## src/pdam_pkg.sv

```systemverilog
// Behaviour
// Program address 24 bits from pointer or table
// Program space spans 4M instruction locations
// User access limited to lower half
// Table page bit 7 opens configuration space
// Even lower word, odd upper, top byte empty (code returns all 24 bits at an even address)
// Pointer aligned, steps by two per instruction
// Low region reserved for fixed vectors
// Reset starts execution at address zero
// Primary and alternate interrupt vector tables
// Separate read and write address generators
// Byte-granular 16-bit data addresses, 64 Kbytes
// Bit 15 selects program window view
// Beyond implemented data memory reads zero
// Low byte even, high byte odd
// Byte read selects byte onto low lane
// Odd word access traps, write suppressed
// Unimplemented user program space reads zero
package pdam_pkg;
  localparam logic [23:0] PDAM_RESET_VECTOR   = 24'h000000;
  localparam logic [23:0] PDAM_START_ADDR_LOC = 24'h000002;
  localparam logic [23:0] PDAM_PRIMARY_IVT    = 24'h000004;
  localparam logic [23:0] PDAM_ALT_IVT_LO     = 24'h000100;
  localparam logic [23:0] PDAM_ALT_IVT_HI     = 24'h0001FF;
  localparam logic [23:0] PDAM_VECTOR_END     = 24'h000200;
  localparam logic [23:0] PDAM_USER_TOP       = 24'h7FFFFF;
  localparam logic [23:0] PDAM_FLASH_END      = 24'h02AC00;
  localparam logic [23:0] PDAM_CONFIG_BASE    = 24'hF80000;
  localparam logic [23:0] PDAM_CONFIG_END     = 24'hF80018;
  localparam logic [23:0] PDAM_PART_ID_BASE   = 24'hFF0000;
  localparam int          PDAM_PAGE_CFG_BIT   = 7;
  localparam int          PDAM_WINDOW_BIT     = 15;
  localparam logic [15:0] PDAM_DATA_IMPL_END  = 16'h4000;
  localparam logic [23:0] PDAM_PTR_STEP       = 24'h000002;

  typedef enum logic [1:0] {
    PDAM_REG_VECTOR   = 2'h0,
    PDAM_REG_FLASH    = 2'h1,
    PDAM_REG_CONFIG   = 2'h2,
    PDAM_REG_NONE     = 2'h3
  } pdam_region_t;

  typedef struct packed {
    logic        valid;
    logic        word;
    logic [15:0] addr;
    logic [15:0] wdata;
  } pdam_data_req_t;

  typedef struct packed {
    logic        ram_sel;
    logic        window_sel;
    logic        zero_fill;
    logic        addr_error;
    logic [15:0] rdata;
  } pdam_data_rsp_t;
endpackage : pdam_pkg

```

## src/pdam_map.sv

```systemverilog
module pdam_map (
  input  wire logic                    clk,
  input  wire logic                    reset,
  input  wire logic                    step_fwd,
  input  wire logic                    step_back,
  input  wire logic                    load_ptr,
  input  wire logic [22:0]             load_target,
  input  wire logic                    table_op,
  input  wire logic [7:0]              table_page_select,
  input  wire logic [15:0]             table_offset,
  input  wire logic [23:0]             prog_rdata,
  input  wire pdam_pkg::pdam_data_req_t rd_req,
  input  wire pdam_pkg::pdam_data_req_t wr_req,
  input  wire logic [15:0]             mem_rdata,
  output logic [22:0]                  instruction_pointer,
  output logic [23:0]                  prog_addr,
  output logic                         prog_allowed,
  output logic [1:0]                   prog_region,
  output logic [23:0]                  prog_data,
  output pdam_pkg::pdam_data_rsp_t     rd_rsp,
  output logic [15:0]                  mem_raddr,
  output logic [15:0]                  mem_waddr,
  output logic [1:0]                   mem_wbe,
  output logic [15:0]                  mem_wdata,
  output logic                         addr_error_trap
);
  import pdam_pkg::*;

  logic [22:0] ptr_reg, ptr_next;
  logic [23:0] addr_c;
  logic        cfg_open, in_cfg;
  pdam_region_t region_c;
  pdam_data_rsp_t rsp_reg, rsp_next;
  logic [15:0] waddr_reg, waddr_next, wdata_reg, wdata_next;
  logic [1:0]  wbe_reg, wbe_next;
  logic        trap_reg, trap_next;
  logic [23:0] pdata_reg, pdata_next;

  // Instruction pointer: lower-word aligned, steps of two
  always_comb
  begin
    ptr_next = ptr_reg;
    if (load_ptr)
      ptr_next = {load_target[22:1], 1'b0};
    else if (step_fwd)
      ptr_next = ptr_reg + PDAM_PTR_STEP[22:0];
    else if (step_back)
      ptr_next = ptr_reg - PDAM_PTR_STEP[22:0];
  end

  always_ff @(posedge clk)
  begin
    if (reset)
      ptr_reg <= PDAM_RESET_VECTOR[22:0];
    else
      ptr_reg <= ptr_next;
  end

  assign instruction_pointer = ptr_reg;

  // 24-bit program address and its decode
  always_comb
  begin
    addr_c = table_op ? {table_page_select, table_offset} : {1'b0, ptr_reg};
    cfg_open = table_op && table_page_select[PDAM_PAGE_CFG_BIT];
    in_cfg = ((addr_c >= PDAM_CONFIG_BASE) && (addr_c < PDAM_CONFIG_END))
             || (addr_c >= PDAM_PART_ID_BASE);
    if (addr_c < PDAM_VECTOR_END)
      region_c = PDAM_REG_VECTOR;
    else if (addr_c < PDAM_FLASH_END)
      region_c = PDAM_REG_FLASH;
    else if (cfg_open && in_cfg)
      region_c = PDAM_REG_CONFIG;
    else
      region_c = PDAM_REG_NONE;
  end

  assign prog_addr = addr_c;
  assign prog_allowed = (addr_c <= PDAM_USER_TOP) || (cfg_open && in_cfg);
  assign prog_region = region_c;

  // Fetch data: odd word's top byte empty, holes read zero
  always_comb
  begin
    pdata_next = 24'h000000;
    if (region_c != PDAM_REG_NONE)
      pdata_next = prog_rdata;
    if (table_op && addr_c[0])
      pdata_next = {8'h00, 8'h00, pdata_next[23:16]};
  end

  always_ff @(posedge clk)
  begin
    if (reset)
      pdata_reg <= 24'h000000;
    else
      pdata_reg <= pdata_next;
  end

  assign prog_data = pdata_reg;

  // Read address generator
  assign mem_raddr = {rd_req.addr[15:1], 1'b0};

  always_comb
  begin
    rsp_next = '0;
    if (rd_req.valid)
    begin
      rsp_next.window_sel = rd_req.addr[PDAM_WINDOW_BIT];
      rsp_next.ram_sel = !rd_req.addr[PDAM_WINDOW_BIT]
                         && (rd_req.addr < PDAM_DATA_IMPL_END);
      rsp_next.zero_fill = !rd_req.addr[PDAM_WINDOW_BIT] && !rsp_next.ram_sel;
      rsp_next.addr_error = rd_req.word && rd_req.addr[0];
      if (rsp_next.ram_sel)
      begin
        if (rd_req.word)
          rsp_next.rdata = mem_rdata;
        else
          rsp_next.rdata = {8'h00, rd_req.addr[0] ? mem_rdata[15:8] : mem_rdata[7:0]};
      end
    end
  end

  // Write address generator; its trap also takes the read address error
  always_comb
  begin
    waddr_next = {wr_req.addr[15:1], 1'b0};
    wdata_next = wr_req.wdata;
    wbe_next = 2'b00;
    trap_next = rsp_next.addr_error;
    if (wr_req.valid && !wr_req.addr[PDAM_WINDOW_BIT]
        && (wr_req.addr < PDAM_DATA_IMPL_END))
    begin
      if (wr_req.word)
        wbe_next = wr_req.addr[0] ? 2'b00 : 2'b11;
      else
      begin
        wbe_next = wr_req.addr[0] ? 2'b10 : 2'b01;
        wdata_next = {wr_req.wdata[7:0], wr_req.wdata[7:0]};
      end
    end
    if (wr_req.valid && wr_req.word && wr_req.addr[0])
      trap_next = 1'b1;
  end

  always_ff @(posedge clk)
  begin
    if (reset)
    begin
      rsp_reg   <= '0;
      waddr_reg <= 16'h0000;
      wdata_reg <= 16'h0000;
      wbe_reg   <= 2'b00;
      trap_reg  <= 1'b0;
    end
    else
    begin
      rsp_reg   <= rsp_next;
      waddr_reg <= waddr_next;
      wdata_reg <= wdata_next;
      wbe_reg   <= wbe_next;
      trap_reg  <= trap_next;
    end
  end

  assign rd_rsp = rsp_reg;
  assign mem_waddr = waddr_reg;
  assign mem_wdata = wdata_reg;
  assign mem_wbe = wbe_reg;
  assign addr_error_trap = trap_reg;

  property p_reset_vector;
    @(posedge clk) reset |=> (instruction_pointer == 23'h000000);
  endproperty
  a_reset_vector: assert property (p_reset_vector) else $error("pointer not at reset vector");

  property p_step_two;
    @(posedge clk) disable iff (reset)
      (!load_ptr && step_fwd) |=> (instruction_pointer == $past(instruction_pointer) + 23'h000002);
  endproperty
  a_step_two: assert property (p_step_two) else $error("pointer did not step by two");

  property p_aligned;
    @(posedge clk) disable iff (reset) ##1 (instruction_pointer[0] == 1'b0);
  endproperty
  a_aligned: assert property (p_aligned) else $error("pointer misaligned");

  property p_user_half;
    @(posedge clk) disable iff (reset) (prog_addr[23] && !table_op) |-> !prog_allowed;
  endproperty
  a_user_half: assert property (p_user_half) else $error("upper half reached by user");

  property p_cfg_gate;
    @(posedge clk) disable iff (reset)
      (prog_region == 2'h2) |-> (table_op && table_page_select[7]);
  endproperty
  a_cfg_gate: assert property (p_cfg_gate) else $error("config reached without page bit");

  property p_hole_zero;
    @(posedge clk) disable iff (reset) (prog_region == 2'h3) |=> (prog_data == 24'h000000);
  endproperty
  a_hole_zero: assert property (p_hole_zero) else $error("hole did not read zero");

  property p_data_zero;
    @(posedge clk) disable iff (reset)
      (rd_req.valid && !rd_req.addr[15] && (rd_req.addr >= 16'h4000))
      |=> (rd_rsp.rdata == 16'h0000 && rd_rsp.zero_fill);
  endproperty
  a_data_zero: assert property (p_data_zero) else $error("unimplemented read not zero");

  property p_window;
    @(posedge clk) disable iff (reset)
      (rd_req.valid && rd_req.addr[15]) |=> (rd_rsp.window_sel && !rd_rsp.ram_sel);
  endproperty
  a_window: assert property (p_window) else $error("window not selected");

  property p_byte_lane;
    @(posedge clk) disable iff (reset)
      (rd_req.valid && !rd_req.word && rd_req.addr < 16'h4000 && rd_req.addr[0])
      |=> (rd_rsp.rdata == {8'h00, $past(mem_rdata[15:8])});
  endproperty
  a_byte_lane: assert property (p_byte_lane) else $error("odd byte not on low lane");

  property p_misaligned_write;
    @(posedge clk) disable iff (reset)
      (wr_req.valid && wr_req.word && wr_req.addr[0]) |=> (addr_error_trap && mem_wbe == 2'b00);
  endproperty
  a_misaligned_write: assert property (p_misaligned_write) else $error("odd word write not trapped");

  property p_step_back;
    @(posedge clk) disable iff (reset)
      (!load_ptr && !step_fwd && step_back)
      |=> (instruction_pointer == $past(instruction_pointer) - 23'h000002);
  endproperty
  a_step_back: assert property (p_step_back) else $error("pointer did not step back by two");

  property p_load_aligned;
    @(posedge clk) disable iff (reset)
      load_ptr
      |=> (instruction_pointer == {$past(load_target[22:1]), 1'b0});
  endproperty
  a_load_aligned: assert property (p_load_aligned) else $error("jump target not aligned");

  property p_ptr_hold;
    @(posedge clk) disable iff (reset)
      (!load_ptr && !step_fwd && !step_back)
      |=> $stable(instruction_pointer);
  endproperty
  a_ptr_hold: assert property (p_ptr_hold) else $error("pointer moved while idle");

  property p_fetch_addr;
    @(posedge clk) disable iff (reset)
      !table_op
      |-> (prog_addr == {1'b0, instruction_pointer});
  endproperty
  a_fetch_addr: assert property (p_fetch_addr) else $error("fetch address not from pointer");

  property p_table_addr;
    @(posedge clk) disable iff (reset)
      table_op
      |-> (prog_addr == {table_page_select, table_offset});
  endproperty
  a_table_addr: assert property (p_table_addr) else $error("table address not from page");

  property p_vector_region;
    @(posedge clk) disable iff (reset)
      (prog_addr < 24'h000200)
      |-> (prog_region == 2'h0);
  endproperty
  a_vector_region: assert property (p_vector_region) else $error("vector area not decoded");

  property p_cfg_open;
    @(posedge clk) disable iff (reset)
      (table_op && table_page_select[7] && prog_addr >= 24'hF80000 && prog_addr < 24'hF80018)
      |-> (prog_allowed && prog_region == 2'h2);
  endproperty
  a_cfg_open: assert property (p_cfg_open) else $error("config space not opened");

  property p_upper_byte;
    @(posedge clk) disable iff (reset)
      (table_op && prog_addr[0] && prog_region != 2'h3)
      |=> (prog_data == {16'h0000, $past(prog_rdata[23:16])});
  endproperty
  a_upper_byte: assert property (p_upper_byte) else $error("upper word not returned");

  property p_raddr;
    @(posedge clk) disable iff (reset)
      rd_req.valid
      |-> (mem_raddr == {rd_req.addr[15:1], 1'b0});
  endproperty
  a_raddr: assert property (p_raddr) else $error("read address not word aligned");

  property p_word_read;
    @(posedge clk) disable iff (reset)
      (rd_req.valid && rd_req.word && rd_req.addr < 16'h4000)
      |=> (rd_rsp.ram_sel && rd_rsp.rdata == $past(mem_rdata));
  endproperty
  a_word_read: assert property (p_word_read) else $error("word read data wrong");

  property p_even_lane;
    @(posedge clk) disable iff (reset)
      (rd_req.valid && !rd_req.word && rd_req.addr < 16'h4000 && !rd_req.addr[0])
      |=> (rd_rsp.rdata == {8'h00, $past(mem_rdata[7:0])});
  endproperty
  a_even_lane: assert property (p_even_lane) else $error("even byte not on low lane");

  property p_misaligned_read;
    @(posedge clk) disable iff (reset)
      (rd_req.valid && rd_req.word && rd_req.addr[0])
      |=> (addr_error_trap && rd_rsp.addr_error);
  endproperty
  a_misaligned_read: assert property (p_misaligned_read) else $error("odd word read not trapped");

  property p_write_lane;
    @(posedge clk) disable iff (reset)
      (wr_req.valid && !wr_req.word && wr_req.addr < 16'h4000)
      |=> (mem_wbe == ($past(wr_req.addr[0]) ? 2'h2 : 2'h1));
  endproperty
  a_write_lane: assert property (p_write_lane) else $error("byte write lane wrong");
endmodule : pdam_map

```

## config.mk

```make
export PLATFORM = sky130hd
export DESIGN_NAME = pdam_map
export DESIGN_NICKNAME = d
export VERILOG_FILES = /design/src/pdam_pkg.sv /design/src/pdam_map.sv
export SDC_FILE = /design/constraint.sdc
export NUM_CORES = 1
export LEC_CHECK = 0
export BUFFER_PORTS_ARGS = -buffer_cell sky130_fd_sc_hd__buf_2
export CAP_MARGIN = 20
export CELL_PAD_IN_SITES_DETAIL_PLACEMENT = 1
export CELL_PAD_IN_SITES_GLOBAL_PLACEMENT = 2
export CORE_MARGIN = 4
export CORE_UTILIZATION = 25
export DETAILED_ROUTE_END_ITERATION = 8
export HOLD_SLACK_MARGIN = 0.08
export PLACE_DENSITY = 0.89
export SLEW_MARGIN = 20
export SYNTH_ARGS = -nofsm -noshare
export SYNTH_HDL_FRONTEND = slang
export SYNTH_SLANG_ARGS = --single-unit
```

## constraint.sdc

```tcl
create_clock -name clk -period 4.5 [get_ports clk]
set_input_delay 0.9 -clock clk [delete_from_list [all_inputs] [get_ports clk]]
set_output_delay 0.9 -clock clk [all_outputs]
set_load 0.01 [all_outputs]
```

==> results.toml <==
[clock_network]
clkTransAtPathRegs_ns = 0.08
postCtsHoldBufs = 0
cts.repair.resized = 0
clk_latency_ns = 0.35
htree_levels = 3
cts_buffers = 9
cts_setup_buffers = 0
clock_sinks = 100
clk_path_buf_depth = 2
cts_tree = "done"
cts-root-buf = "clkbuf_16"

[yosys]
ys_types = 62
synth_simple_gate_area_share_pct = 22.0
ys_ff_latch = 100
synth_top_family_by_area = "simple AND/OR/NAND/NOR gates"
ys.flop_type = "dfxtp_1"
synth-compound-area-share_pct = 17.8
synth_xor_area_share_pct = 1.86
synth_fa_ha_area_share_pct = 5.69
synthMuxAreaShare_pct = 7.12
syn_inst = 596
yosys_warnings = 0
seq_area_frac_synth_pct = 38.6
netlist_area_sq_um = 5190
async_reset_ff_share_pct = 0
synth_edf_count = 0
syn_area_per_cell_sq_um = 8.70

[sta]
tightest_slew_ns = 0.986
relSlewSlack_pct = 34.2
drv_slew = 0
layout_worst_path_cycle_share_pct = 85.5
clock_skew_ns = 0.0110
finalCriticalPeriod_ns = 3.85
setup-violations-final = 0
timing.setup.tns_ns = 0
hold_violations = 0
rsz0062_at_grt = "no"
fmax_mhz = 260

[die]
core_sq_um = 20300
num_io_pins = 306
dieWidth_um = 152
die-height_um = 152
row_count = 52
die_area_sq_um = 23100
initial_core_util_pct = 25.5

[setup_path]
critPathBufInv = 3
max_stage_delay_ns = 0.44
start_kind = "input port"
crit_family = "buffers and inverters"
worstPathCellList = "buf_2, mux2i_1, inv_1, nor4b_2, a21oi_1, a211o_1, a21boi_0, buf_2"
critPathCaptureType = "primary output"
rrSetupSlack_ns = 1.74
crit_type = "input port to primary output"
crit_arrival_ns = 2.95
cpMostUsedCell = "buf_2"
slowest_stage = "buf_2"
crit_required_ns = 3.60
crit_fanout = 20

[placed_design]
port_buffers = 259
dp.final_hpwl_um = 16500
gp_congestion = 0.852

[finish]
drive_gt1_share_pct = 38.1
final_common_cell = "buf_2"
area_delta_synth_final_pct = 33.2
fin_nets = 1010
final_cell_mix = "buf_2, dfxtp_1, nand2_1, a21oi_1, nor2_1"
final_core_util_pct = 34.0

[drt]
drc = 0
dr.pass1.iters = 4
dr_total_vias = 5230
drt-initial-drc-count = 204
wl_um = 20600
ant_nets = 0
wl_per_cell_um = 18.7
vias_per_cell = 4.73

[global_route]
grt-ovfl-total = 0
antenna_found_initial = 4
grt_start_max_net_pins = 54
grt_pass1_vias = 5484
grt_pass1_wl_um = 31700
grt_usage_pct = 17.3

[run]
max_cap_viol_count = 0

[power]
peakVddDrop_v = 0.000155
powerDensity_nw_per_um2 = 340
leakage_nw = 3.51

[status]
status = "finished clean"

[min_path]
hold_path.class = "register to register"
Yosys cell counts (5+ instances only):
master / count / share of area (%)
clkbuf_1: 22 / 1.6
nand3_1: 13 / 1.3
xnor2_1: 6 / 1.0
buf_4: 18 / 2.6
or3_1: 5 / 0.60
a21boi_2: 8 / 1.7
xor2_1: 5 / 0.84
nand2_1: 70 / 5.1
a31oi_1: 6 / 0.72
a221oi_1: 9 / 1.5
mux2i_1: 14 / 2.7
nor2b_1: 29 / 3.5
nor2_1: 42 / 3.0
and3_1: 31 / 3.7
a211oi_1: 5 / 0.72
inv_1: 18 / 1.3
mux2_2: 15 / 3.3
o21ai_0: 13 / 1.3
and2_1: 6 / 0.72
a21oi_1: 52 / 5.0
nor3_1: 10 / 0.97
a21o_1: 8 / 1.2
ha_1: 22 / 5.3
dfxtp_1: 100 / 39
sequential cells by signal (all words and copies together) (netlist names):
signal / cells
addr_error_trap: 1
prog_data: 24
mem_wbe: 2
instruction_pointer: 22
mem_wdata: 16
mem_waddr: 15
rd_rsp: 20
where the power goes:
group / total [mW] / internal, mW / switching [mW]
Combinational: 0.588 / 0.255 / 0.333
Clock: 0.792 / 0.396 / 0.396
Sequential: 0.970 / 0.928 / 0.0421
worst reg2reg max path: stages, from the launching register on:
cell and delay, ns:
dfxtp_1 0.43, ha_1 0.33, a21oi_1 0.33, o21ai_0 0.16
or3_1 0.33, o31ai_1 0.48, mux2i_1 0.24, o21ai_0 0.11
a221oi_1 0.25
metrics by stage:
stage	worst slack, ns	power, mW	instances	hold slack (ns)	instance area, sq um
after CTS	0.580	2.39	1101	0.626	6900
after global placement	0.641	1.57	1085	0.580	6600
after floorplan	1.15	1.35	598	0.597	5190
after global routing	0.420	2.48	1103	0.654	6910
after detailed placement	0.601	1.58	1085	0.613	6600
final	0.651	2.35	1105	0.613	6910
worst paths after layout:
check | to | cells after the start | from
setup reg to reg | instruction_pointer[19]$_SDFFE_PP0P_ | 8 | instruction_pointer[12]$_SDFFE_PP0P_
hold / removal | instruction_pointer[4]$_SDFFE_PP0P_ | 2 | instruction_pointer[4]$_SDFFE_PP0P_
setup / recovery | prog_region[0] | 8 | table_op
hold reg to reg | instruction_pointer[4]$_SDFFE_PP0P_ | 2 | instruction_pointer[4]$_SDFFE_PP0P_
area by class of cell:
| cell class | instances | area (sq um) |
|---|---|---|
| diodes | 4 | 10.0 |
| well taps | 270 | 338 |
| repair buffers | 266 | 1350 |
| fillers | 2518 | 13400 |
| flip-flops and latches | 100 | 2000 |
| multi-input cells | 430 | 2840 |
| inverters | 19 | 71.3 |
| clock buffers | 9 | 225 |
| clock inverters | 7 | 78.8 |
metal layers:
layer	vias up	global-route usage (%)	part of all wire, %
li1	2544	-	-
met1	2498	20.5	43
met2	159	30.4	49
met3	27	4.78	5.7
met4	2	5.14	1.8
met5	-	0	0.053
logic make-up after synthesis:
kind of cell,after synthesis
other,1
AOI/OAI and AO/OA,134
xor gates and xnor gates,11
adders and majority gates,23
DFF,100
and+or+nand+nor,226
muxes,33
buffers and inverters,68
No activity file was read; power rests on OpenSTA's default activity.
